$ cat config.mk
export PLATFORM = sky130hd
export DESIGN_NAME = tcr_regs
export DESIGN_NICKNAME = d
export VERILOG_FILES = /design/src/tcr_pkg.sv /design/src/tcr_regs.sv
export SDC_FILE = /design/constraint.sdc
export NUM_CORES = 1
export LEC_CHECK = 0
export ABC_AREA = 1
export BUFFER_PORTS_ARGS = -buffer_cell sky130_fd_sc_hd__buf_2
export CAP_MARGIN = 20
export CORE_UTILIZATION = 47
export CTS_CLUSTER_DIAMETER = 150
export CTS_CLUSTER_SIZE = 40
export DETAILED_ROUTE_END_ITERATION = 7
export PLACE_DENSITY = 0.77
export SYNTH_ARGS = -nofsm -noshare
export SYNTH_HDL_FRONTEND = slang
export SYNTH_SLANG_ARGS = --single-unit
$ cat constraint.sdc
create_clock -name ref_clk_i -period 2.4 [get_ports ref_clk_i]
set_input_delay 0.36 -clock ref_clk_i [delete_from_list [all_inputs] [get_ports ref_clk_i]]
set_output_delay 0.36 -clock ref_clk_i [all_outputs]
set_load 0.02 [all_outputs]
$ cat src/tcr_pkg.sv
/*
  Constants, field layouts and carrier types of the transceiver control register bank.
  Assumes a 10 MHz reference clock and 32-bit Avalon-MM word access.
*/
package tcr_pkg;

  // ==========================================================================
  // Bus geometry
  localparam int unsigned ADDR_W = 8;
  localparam int unsigned DATA_W = 32;
  localparam int unsigned REG_W  = 16;
  localparam int unsigned IDX_W  = 6;
  localparam int unsigned IDX_LO = 2;

  // ==========================================================================
  // Register indices, byte address is four times the index
  localparam logic [IDX_W-1:0] IDX_GENERAL_CONTROL   = 6'h01;
  localparam logic [IDX_W-1:0] IDX_LEVEL_SOFT_RESET  = 6'h02;
  localparam logic [IDX_W-1:0] IDX_RX_FREQ_WORD      = 6'h0A;
  localparam logic [IDX_W-1:0] IDX_RX_GAIN_WORD      = 6'h0B;
  localparam logic [IDX_W-1:0] IDX_OFFSET_THRESHOLDS = 6'h0C;
  localparam logic [IDX_W-1:0] IDX_RX_BASEBAND_MODE  = 6'h0F;
  localparam logic [IDX_W-1:0] IDX_STATUS            = 6'h10;

  // ==========================================================================
  // Field positions
  localparam int unsigned GC_TX_BAND_BIT   = 4;
  localparam int unsigned GC_TX_SYNTH_BIT  = 3;
  localparam int unsigned GC_RX_BAND_HI    = 2;
  localparam int unsigned GC_RX_BAND_LO    = 1;
  localparam int unsigned GC_RX_SYNTH_BIT  = 0;
  localparam int unsigned LS_LEVEL_BIT     = 1;
  localparam int unsigned LS_SOFT_RST_BIT  = 0;
  localparam int unsigned GAIN_W           = 7;
  localparam int unsigned OT_SKIP_HI       = 15;
  localparam int unsigned OT_SKIP_LO       = 12;
  localparam int unsigned OT_MIX_HI        = 7;
  localparam int unsigned OT_MIX_LO        = 4;
  localparam int unsigned OT_LNA_HI        = 3;
  localparam int unsigned OT_LNA_LO        = 0;
  localparam int unsigned BB_BW_HI         = 8;
  localparam int unsigned BB_BW_LO         = 6;
  localparam int unsigned BB_CAL_HI        = 5;
  localparam int unsigned BB_CAL_LO        = 1;
  localparam int unsigned BB_NARROW_BIT    = 8;

  // ==========================================================================
  // Receive band codes
  localparam logic [1:0] RX_BAND_RESERVED = 2'h0;
  localparam logic [1:0] RX_BAND_LOW      = 2'h1;
  localparam logic [1:0] RX_BAND_HIGH_ONE = 2'h2;
  localparam logic [1:0] RX_BAND_HIGH_TWO = 2'h3;

  // ==========================================================================
  // Reset values
  localparam logic [REG_W-1:0] RST_GENERAL_CONTROL   = 16'h0004;
  localparam logic [REG_W-1:0] RST_LEVEL_SOFT_RESET  = 16'h0002;
  localparam logic [REG_W-1:0] RST_RX_FREQ_WORD      = 16'h9858;
  localparam logic [REG_W-1:0] RST_RX_GAIN_WORD      = 16'h0000;
  localparam logic [REG_W-1:0] RST_OFFSET_THRESHOLDS = 16'h0FA6;
  localparam logic [REG_W-1:0] RST_RX_BASEBAND_MODE  = 16'h0890;

  // ==========================================================================
  // Gain arithmetic, signed 9-bit working width
  localparam int unsigned      GSUM_W        = 9;
  localparam logic [GSUM_W-1:0] GAIN_X_WIDE   = 9'h008;
  localparam logic [GSUM_W-1:0] GAIN_X_NARROW = 9'h011;
  localparam logic [GSUM_W-1:0] GAIN_MIN      = 9'h00C;
  localparam logic [GSUM_W-1:0] GAIN_MAX      = 9'h066;
  localparam logic [GSUM_W-1:0] GAIN_CEIL     = 9'h07F;
  localparam logic [3:0]        MIX_STEP_CLIP = 4'h6;
  localparam logic [3:0]        LNA_STEP_CLIP = 4'hA;

  // ==========================================================================
  // Soft reset timing
  localparam int unsigned CLK_PERIOD_NS   = 100;
  localparam int unsigned SOFT_RST_NS     = 50000;
  localparam int unsigned SOFT_RST_CYC    =
    (SOFT_RST_NS + CLK_PERIOD_NS - 1) / CLK_PERIOD_NS;
  localparam int unsigned RST_CNT_W       = 10;

  // ==========================================================================
  // Types
  typedef enum logic [1:0] {
    TCR_SR_IDLE  = 2'b01,
    TCR_SR_PULSE = 2'b10
  } tcr_sr_state_e;

  typedef struct packed {
    logic       tx_high_band_select;
    logic       tx_synth_en;
    logic       rx_synth_en;
    logic [1:0] rx_band_select;
    logic       serial_io_level_select;
  } tcr_ctrl_s;

  typedef struct packed {
    logic [REG_W-1:0]  rx_freq_word;
    logic [GAIN_W-1:0] rx_gain_eff;
    logic [3:0]        rf_skip;
  } tcr_rx_s;

endpackage

$ cat src/tcr_regs.sv
/*
  Transceiver control register bank: Avalon-MM slave, control outputs,
  soft reset pulse generator and receive gain computation.
  Assumes one 10 MHz clock, synchronous active-low reset, and a master that
  holds its request until waitrequest is sampled low.
*/
// ==========================================================================
// Summary of operation
// RL1: General control bit 4 routes transmit to the low band when 0 and high band when 1.
// RL2: General control bit 3 enables the transmit synthesizer, bit 0 the receive synthesizer.
// RL3: Receive band bits 2:1 pick 01 low, 10 high one (default), 11 high two; 00 reserved.
// RL4: Register 2 bit 1 picks 1.8 V when 0 and 2.8 V when 1, 2.8 V after any reset.
// RL5: A rising edge written to register 2 bit 0 starts a 50 us full-chip reset pulse.
// RL6: The soft-reset request bit clears itself without a software write.
// RL7: Software is advised to issue a soft reset after power-up before other setup.
// RL8: The 16-bit receive frequency word sets the synthesizer in 50 kHz steps.
// RL9: Software writes channel frequency for high bands and twice it for the low band.
// RL10: The seven-bit receive gain word weighs 1 dB per step, 0 to 127 dB.
// RL11: Effective gain is gain word minus calibration plus 8 wideband or 17 narrowband.
// RL12: With mixer threshold 6 and amplifier threshold 10 gain is clipped to 12..102 dB.
// RL13: Register 12 bits 15:12 mark offset states 3..0 skipped without a gain step, default 0.
// RL14: The pulse is counted on the reference clock and reloads on every request edge.
`timescale 1ns/1ps
`default_nettype none

module tcr_regs (
  input  wire logic                        ref_clk_i,
  input  wire logic                        resetn_i,
  input  wire logic [tcr_pkg::ADDR_W-1:0]  avs_address_i,
  input  wire logic                        avs_read_i,
  input  wire logic                        avs_write_i,
  input  wire logic [tcr_pkg::DATA_W-1:0]  avs_writedata_i,
  output logic      [tcr_pkg::DATA_W-1:0]  avs_readdata_o,
  output logic                             avs_waitrequest_o,
  output tcr_pkg::tcr_ctrl_s               ctrl_o,
  output tcr_pkg::tcr_rx_s                 rx_o,
  output logic                             chip_reset_o
);
  import tcr_pkg::*;

  // ==========================================================================
  // Decode
  function automatic logic hit(input logic [ADDR_W-1:0] addr, input logic [IDX_W-1:0] idx);
    hit = (addr[ADDR_W-1:IDX_LO] == idx);
  endfunction

  logic                 ack_q;
  logic                 wr_take;
  logic [REG_W-1:0]     wdata;
  logic [REG_W-1:0]     gen_ctrl_q;
  logic [REG_W-1:0]     level_q;
  logic [REG_W-1:0]     rx_freq_q;
  logic [REG_W-1:0]     rx_gain_q;
  logic [REG_W-1:0]     thresh_q;
  logic [REG_W-1:0]     bb_mode_q;
  logic                 req_q;
  logic                 req_edge;
  tcr_sr_state_e        sr_state_q;
  logic [RST_CNT_W-1:0] sr_cnt_q;
  logic                 pulse_end;
  logic                 regs_rst;
  logic [GSUM_W-1:0]    gain_sum;
  logic [GSUM_W-1:0]    gain_d;
  logic                 gain_clipped;
  logic [DATA_W-1:0]    rdata_d;
  logic [DATA_W-1:0]    rdata_q;
  logic [GAIN_W-1:0]    gain_q;

  // ==========================================================================
  // Avalon-MM handshake: one wait cycle, then the transfer completes
  assign avs_waitrequest_o = (avs_read_i | avs_write_i) & ~ack_q;
  assign wr_take           = avs_write_i & ack_q;
  assign wdata             = avs_writedata_i[REG_W-1:0];

  always_ff @(posedge ref_clk_i) begin
    if (!resetn_i) begin
      ack_q <= 1'b0;
    end else begin
      ack_q <= (avs_read_i | avs_write_i) & ~ack_q;
    end
  end

  // ==========================================================================
  // Soft reset request edge and pulse
  assign req_edge  = wr_take & hit(avs_address_i, IDX_LEVEL_SOFT_RESET)
                   & wdata[LS_SOFT_RST_BIT] & ~req_q;
  assign pulse_end = (sr_state_q == TCR_SR_PULSE) && (sr_cnt_q == '0);
  assign regs_rst  = !resetn_i || (sr_state_q == TCR_SR_PULSE);

  always_ff @(posedge ref_clk_i) begin
    if (!resetn_i) begin
      req_q <= 1'b0;
    end else if (req_edge) begin
      req_q <= 1'b1;
    end else if (pulse_end) begin
      req_q <= 1'b0; // [RL6]
    end
  end

  always_ff @(posedge ref_clk_i) begin
    if (!resetn_i) begin
      sr_state_q <= TCR_SR_IDLE;
      sr_cnt_q   <= '0;
    end else if (req_edge) begin
      sr_state_q <= TCR_SR_PULSE; // [RL5]
      sr_cnt_q   <= RST_CNT_W'(SOFT_RST_CYC - 1); // [RL14]
    end else begin
      case (sr_state_q)
        TCR_SR_IDLE: begin
          sr_cnt_q <= '0;
        end
        TCR_SR_PULSE: begin
          if (sr_cnt_q == '0) begin
            sr_state_q <= TCR_SR_IDLE;
          end else begin
            sr_cnt_q <= sr_cnt_q - 1'b1; // [RL14]
          end
        end
        default: begin
          sr_state_q <= TCR_SR_IDLE;
          sr_cnt_q   <= '0;
        end
      endcase
    end
  end

  assign chip_reset_o = (sr_state_q == TCR_SR_PULSE); // [RL5]

  // ==========================================================================
  // Configuration registers, returned to defaults by either reset
  always_ff @(posedge ref_clk_i) begin
    if (regs_rst) begin
      gen_ctrl_q <= RST_GENERAL_CONTROL; // [RL3]
    end else if (wr_take && hit(avs_address_i, IDX_GENERAL_CONTROL)) begin
      gen_ctrl_q <= wdata;
    end
  end

  always_ff @(posedge ref_clk_i) begin
    if (regs_rst) begin
      level_q <= RST_LEVEL_SOFT_RESET; // [RL4]
    end else if (wr_take && hit(avs_address_i, IDX_LEVEL_SOFT_RESET)) begin
      level_q <= wdata;
    end
  end

  always_ff @(posedge ref_clk_i) begin
    if (regs_rst) begin
      rx_freq_q <= RST_RX_FREQ_WORD;
    end else if (wr_take && hit(avs_address_i, IDX_RX_FREQ_WORD)) begin
      rx_freq_q <= wdata; // [RL8]
    end
  end

  always_ff @(posedge ref_clk_i) begin
    if (regs_rst) begin
      rx_gain_q <= RST_RX_GAIN_WORD;
    end else if (wr_take && hit(avs_address_i, IDX_RX_GAIN_WORD)) begin
      rx_gain_q <= wdata; // [RL10]
    end
  end

  always_ff @(posedge ref_clk_i) begin
    if (regs_rst) begin
      thresh_q <= RST_OFFSET_THRESHOLDS;
    end else if (wr_take && hit(avs_address_i, IDX_OFFSET_THRESHOLDS)) begin
      thresh_q <= wdata; // [RL13]
    end
  end

  always_ff @(posedge ref_clk_i) begin
    if (regs_rst) begin
      bb_mode_q <= RST_RX_BASEBAND_MODE;
    end else if (wr_take && hit(avs_address_i, IDX_RX_BASEBAND_MODE)) begin
      bb_mode_q <= wdata;
    end
  end

  // ==========================================================================
  // Control outputs straight from register fields, effective gain from gain_q
  assign ctrl_o.tx_high_band_select    = gen_ctrl_q[GC_TX_BAND_BIT]; // [RL1]
  assign ctrl_o.tx_synth_en            = gen_ctrl_q[GC_TX_SYNTH_BIT]; // [RL2]
  assign ctrl_o.rx_synth_en            = gen_ctrl_q[GC_RX_SYNTH_BIT]; // [RL2]
  assign ctrl_o.rx_band_select         = gen_ctrl_q[GC_RX_BAND_HI:GC_RX_BAND_LO]; // [RL3]
  assign ctrl_o.serial_io_level_select = level_q[LS_LEVEL_BIT]; // [RL4]
  assign rx_o.rx_freq_word             = rx_freq_q; // [RL8]
  assign rx_o.rf_skip                  = thresh_q[OT_SKIP_HI:OT_SKIP_LO]; // [RL13]
  assign rx_o.rx_gain_eff              = gain_q;

  // ==========================================================================
  // Effective receive gain
  always_comb begin
    gain_sum = GSUM_W'(rx_gain_q[GAIN_W-1:0])
             - GSUM_W'(bb_mode_q[BB_CAL_HI:BB_CAL_LO])
             + (bb_mode_q[BB_NARROW_BIT] ? GAIN_X_NARROW : GAIN_X_WIDE); // [RL11]
    gain_clipped = (thresh_q[OT_MIX_HI:OT_MIX_LO] == MIX_STEP_CLIP)
                && (thresh_q[OT_LNA_HI:OT_LNA_LO] == LNA_STEP_CLIP);
    if (gain_clipped && ($signed(gain_sum) < $signed(GAIN_MIN))) begin
      gain_d = GAIN_MIN; // [RL12]
    end else if (gain_clipped && ($signed(gain_sum) > $signed(GAIN_MAX))) begin
      gain_d = GAIN_MAX; // [RL12]
    end else if ($signed(gain_sum) < 0) begin
      gain_d = '0;
    end else if ($signed(gain_sum) > $signed(GAIN_CEIL)) begin
      gain_d = GAIN_CEIL; // [RL10]
    end else begin
      gain_d = gain_sum;
    end
  end

  always_ff @(posedge ref_clk_i) begin
    if (!resetn_i) begin
      gain_q <= '0;
    end else begin
      gain_q <= gain_d[GAIN_W-1:0];
    end
  end

  // ==========================================================================
  // Read path: only the status word is readable
  always_comb begin
    rdata_d = '0;
    if (hit(avs_address_i, IDX_STATUS)) begin
      rdata_d = {15'h0000, gain_clipped, 7'h00, gain_q, 1'b0, chip_reset_o};
    end
  end

  always_ff @(posedge ref_clk_i) begin
    if (!resetn_i) begin
      rdata_q <= '0;
    end else if (avs_read_i && !ack_q) begin
      rdata_q <= rdata_d;
    end
  end

  assign avs_readdata_o = rdata_q;

  int unsigned pulse_len;
  always_ff @(posedge ref_clk_i) begin
    if (!resetn_i || !chip_reset_o) begin
      pulse_len <= 0;
    end else begin
      pulse_len <= pulse_len + 1;
    end
  end
endmodule

`default_nettype wire

==> results of run 1 <==
-- power by group --
part / internal (mW) / switching [mW]
Combinational: 0.0708 / 0.161
Clock: 0.623 / 0.501
Sequential: 1.30 / 0.00952
-- layout make-up --
type                       instances  share of cell area [%]
clock buffer                      10                   2.975
clock inverter                     6                   2.028
inverter                          67                   5.435
multi-input combinational        365                   41.73
sequential                        77                   33.40
tap                              102                   2.758
timing repair buffer              95                   11.68
-- path summary, 6_finish.rpt --
kind / from / to / cells after the start
max: rx_gain_q[1] / gain_q[2] / 18
min: avs_writedata_i[11] / rx_freq_q[11] / 3
max reg2reg: rx_gain_q[1] / gain_q[2] / 18
min reg2reg: gain_q[6] / avs_readdata_o[8] / 2
-- logic make-up after synthesis --
kind of cell	synth area share, %
AO/OA/AOI/OAI	12.99
XOR/XNOR	1.632
adder cells (fa/ha/maj)	3.864
buffers and inverters	13.46
flip-flops	41.04
other	0.09984
AND/OR/NAND/NOR	26.92
-- synth_stat cells, drive strengths merged --
library cell  instances
fa                    1
nor4                  3
nor3b                 1
nor2                 72
xnor2                 2
nand4                 8
o21ai                46
o21a                  1
nand3                31
o21bai                1
nand3b                2
xor2                  5
nor3                 10
conb                  1
dfxtp                77
ha                   10
nand2               101
clkbuf                9
a21oi                42
buf                  30
a31oi                 1
o211ai                3
inv                  67
or2                   2
-- worst min-delay path, stage by stage --
cell and delay (ns):
buf_2 0.08, nand2_1 0.04, nand3_1 0.05
-- layer usage --
layer	GRT usage, %	vias up	wire, microns
li1	-	1823	-
met1	26.44	1656	3972
met2	37.03	124	4247
met5	0	-	0
met4	5.423	0	53
met3	5.528	8	521
-- what timing repair did --
action | 4_1_cts | 5_1_grt
resized for setup | 14 | 15
pin swaps | 13 | 8
setup endpoints to repair | 7 | 7
setup buffers | 4 | 3
hold endpoints to repair | 0 | 0
-- flip-flops by register name, summed over array words and instances (netlist names) --
name,count
level_q,1
gen_ctrl_q,5
req_q,1
sr_state_q,2
rx_freq_q,16
rx_gain_q,7
thresh_q,12
ack_q,1
sr_cnt_q,10
avs_readdata_o,9
bb_mode_q,6
gain_q,7
-- stage by stage --
step | std cells | total power, mW
after global placement | 699 | 1.539
after CTS | 719 | 2.667
after detailed placement | 699 | 1.545
after global routing | 722 | 2.759
final | 722 | 2.661
after floorplan | 548 | 1.500
==> run summary, run 1 <==
Core Util, Final: 59.88%
Most frequent cells in the layout: 86 x nand2_1, 74 x dfxtp_1, 69 x nor2_1, 69 x buf_2, 61 x inv_1
GP Congestion: 0.8503
Cells after synthesis: 526
Crit-path max cell delay: 0.33 ns
Max Cap Violations: 0
Total CTS buffers: 9
Synthesized area: 0.003756 sq mm
Area growth syn-to-layout: 23.18%
Hold Fails Final Rpt: 0
CP Cell Sequence: buf_4, ha_1, nand2_1, nand2_2, nand2_1, xnor2_1, ha_1, nand4_1, buf_4, nand3b_1, nand2_1, nand2_1, a21oi_2, nand2_1, nand2_2, buf_4, nand4_1, nand2_1
I/O Buffers: 69
Worst skew pair latency: 0.35 ns
Setup ws final: -0.2113 ns
Max clock buf depth: 2
CP max-delay cell: ha_1
Worst VDD drop: 0.3472 mV
Detailed Route Iter0 Violations: 187
Post-synth top area share: 41.04%
FP Rows: 32
Setup TNS: -1.110 ns
Residual DRC: 0
Worst setup SP type: register
RSZ-0062 raised after global routing: yes
Tcrit/Tclk final: 108.8%
Ys Warns: 0
Min Tclk post-route: 2.611 ns
Failing checks: setup timing
First-pass GRT wire length: 14670 microns
Distinct cells, synth: 34
Die Y: 91.40 microns
CP Max Fanout: 4
Htree depth: 3
Register Area: 0.001545 sq mm
CTS root buf: clkbuf_8
Most area-consuming cells after synthesis: dfxtp_1 41%, nand2_1 9.7%, nor2_1 7.1%
Leading cell type in the layout, fill and taps excluded: nand2_1
Worst Setup End Kind: register
Vias in the first global route: 3396
Share of cells above drive strength 1: 25.48%
Multi-input logic area: 0.001931 sq mm
Worst path bufs/invs: 3
DR pass1 iterations: 4
Routed vias: 3611
GR Util All Layers: 21.45%
Avg Inst Size Synth: 7.141 sq um
Worst hold margin: 0.1986 ns
Die area: 0.008353 sq mm
CTS tree: built
Initial core utilization: 48.61%
# setup viols final: 7
Relative slew slack: 38.89%
Largest area contributor in the netlist: dfxtp_1
Fill cell count: 717
Layout Skew: 0.009548 ns
R2r setup slk: -0.21 ns
Critical Path RT: 2.70 ns
DR WL/cell: 12.18 microns
Hold-fix buffers at CTS: 0
Max Slew Vio Count: 0
Fmax: 0.3829 GHz
DP Area: 0.004225 sq mm
Final WL: 8794 microns
CTS sink count: 77
Critical path's top delay family: simple AND/OR/NAND/NOR gates
Critical path class: register to register
DRT antenna net count: 0
Via density: 5.001
Critical path data arrival time: 2.91 ns
Clock transition at the registers of the reported paths: 0.09 ns
Placement Setup Slack: -0.1735 ns
Slew @ Worst Pin: 0.9133 ns
Hold WC Path Type: primary input to register
Final instance area: 0.004627 sq mm
Seq/Total Area, Yosys: 41.04%
# IOs: 111
Status: finished, violations left
Core Box Area: 0.007727 sq mm
Dpl hpwl: 6168 microns
Ant. Diodes: 0
Most frequent CP cell: nand2_1
Static Leak: 2.331 nW
PD cells: 575.1 mW/mm^2
#FFs+latches synth: 77
Largest net degree at the start of global routing: 48
Final net count: 670
Antenna violations before repair: 0
Chip width: 91.40 microns
Global route overflow: 0
Power figures use the tool's default switching activity.
==> run 2, diff against run 1 <==
--- a/config.mk
+++ b/config.mk
@@ -12,7 +12,8 @@
 export CTS_CLUSTER_DIAMETER = 150
 export CTS_CLUSTER_SIZE = 40
 export DETAILED_ROUTE_END_ITERATION = 7
-export PLACE_DENSITY = 0.77
+export PLACE_DENSITY = 0.78
+export SKIP_LAST_GASP = 1
 export SYNTH_ARGS = -nofsm -noshare
 export SYNTH_HDL_FRONTEND = slang
 export SYNTH_SLANG_ARGS = --single-unit
==> run 2 against run 1 <==
Against the previous run: the run still ends with setup timing left; utilization shrank 1.4 points; maximum frequency grew 4.7%; sequential cell count is the same; sequential power is essentially flat; count of clock-buffer cells in the layout shrank 1; non-clock buffer count shrank 2; die area is the same; critical path type unchanged; critical endpoint is now gain_q[4]; largest cell class unchanged; highest routed layer unchanged.
==> run summary, run 2 (synthesis results as in run 1) <==
# setup viols final: 7
GP Congestion: 0.8462
Most frequent cells in the layout: 90 x nand2_1, 74 x dfxtp_1, 70 x nor2_1, 69 x buf_2, 62 x inv_1
Layout Skew: 0.01032 ns
Min Tclk post-route: 2.495 ns
Worst VDD drop: 0.4423 mV
Most flops, register: rx_freq_q
Final WL: 8407 microns
Worst setup SP type: register
I/O Buffers: 69
Residual DRC: 0
Hold-fix buffers at CTS: 0
Final net count: 668
Worst skew pair latency: 0.35 ns
Multi-input logic area: 0.001868 sq mm
Fill cell count: 717
Core Box Area: 0.007727 sq mm
Setup TNS: -0.5210 ns
Largest net degree at the start of global routing: 48
Slew @ Worst Pin: 0.9217 ns
Clock transition at the registers of the reported paths: 0.09 ns
CP Cell Sequence: buf_4, ha_1, nand2_1, nand2_1, nand2_1, xnor2_1, ha_1, nand4_1, nand2_1, nand2_1, nand2_2, nand3_2, nand2_1, nand3_1, inv_1, a21oi_1, nor2_1
CTS sink count: 77
Global route overflow: 0
Relative slew slack: 38.32%
CTS tree: built
Max Cap Violations: 0
Critical Path RT: 2.64 ns
Critical path data arrival time: 2.74 ns
Antenna violations before repair: 0
Share of cells above drive strength 1: 23.62%
Chip width: 91.40 microns
Tcrit/Tclk final: 104.0%
Fmax: 0.4008 GHz
Detailed Route Iter0 Violations: 112
Critical path class: register to register
Crit-path max cell delay: 0.32 ns
Initial core utilization: 48.61%
CP Max Fanout: 4
CP max-delay cell: dfxtp_1
Register Area: 0.001545 sq mm
GR Util All Layers: 21.07%
Max reg flops: 16
Regs by FF count: rx_freq_q x16, thresh_q x12, sr_cnt_q x10
Total CTS buffers: 9
Htree depth: 3
Leading cell type in the layout, fill and taps excluded: nand2_1
Placed insts: 702
Routed vias: 3553
Setup ws final: -0.09526 ns
Hold Fails Final Rpt: 0
First-pass GRT wire length: 14220 microns
Most frequent CP cell: nand2_1
DR pass1 iterations: 4
Hold WC Path Type: primary input to register
Die area: 0.008353 sq mm
Max Slew Vio Count: 0
Ant. Diodes: 0
Status: finished, violations left
Worst Setup End Kind: register
Dpl hpwl: 6300 microns
RSZ-0062 raised after global routing: yes
Static Leak: 2.309 nW
Vias in the first global route: 3313
DRT antenna net count: 0
FP Rows: 32
Via density: 4.935
Die Y: 91.40 microns
Final std cells w/o fill: 720
# IOs: 111
Failing checks: setup timing
Area growth syn-to-layout: 20.39%
CTS root buf: clkbuf_8
PD cells: 560.8 mW/mm^2
Max clock buf depth: 2
DR WL/cell: 11.68 microns
run 2: timing repair:
action                     CTS  global route
setup buffers                2             0
pin swaps                    9             0
gates resized for setup     14             1
setup endpoints to repair    7             7
run 2: per-layer routing:
metal / part of all wire [%] / global-route usage, %
met5: 0 / 0
met4: 1.0 / 5.820
met3: 6.7 / 6.198
met2: 47 / 36.47
met1: 46 / 25.22
run 2: final timing paths:
check | start | end | slack (ns) | cells past startpoint
worst max-delay path | rx_gain_q[1] | gain_q[4] | -0.1 | 17
worst min-delay path | avs_writedata_i[11] | rx_freq_q[11] | 0.20 | 3
worst max register to register | rx_gain_q[1] | gain_q[4] | -0.1 | 17
worst min register to register | rx_gain_q[3] | rx_gain_q[3] | 0.46 | 2
run 2: power breakdown:
part	total (mW)	switching [mW]	internal (mW)
combinational	0.216	0.153	0.0629
clock	1.01	0.517	0.497
sequential	1.31	0.00993	1.30
total	2.54	0.680	1.86
run 2: cell type report:
cell class              count  share of cell area (%)
multi-input cells         365                   41.31
flip-flops and latches     77                   34.17
repair buffers             93                   11.62
inverters                  67                   5.562
well taps                 102                   2.822
clock buffers               9                   2.739
clock inverters             7                   1.771
run 2: worst max-delay path: cells and delay by family (launching register included):
| kind | cells | cell delay [ns] |
|---|---|---|
| xor gates and xnor gates | 1 | 0.18 |
| and+or+nand+nor | 11 | 0.95 |
| DFF | 1 | 0.32 |
| AOI/OAI and AO/OA | 1 | 0.16 |
| adders and majority gates | 2 | 0.59 |
| buffers and inverters | 2 | 0.19 |
run 2: stage by stage:
step	hold WS, ns	cell area (sq um)	power [mW]	worst slack, ns	utilization (%)
3_5_place_dp	0.4426	4248	1.546	-0.1564	54.97
4_1_cts	0.1895	4519	2.556	-0.07863	58.48
2_1_floorplan	0.4280	3861	1.500	0.009405	-
3_3_place_gp	0.4387	4248	1.540	-0.1266	54.97
5_1_grt	0.2091	4522	2.635	-0.3312	58.52
6_report	0.2023	4522	2.536	-0.09526	58.52
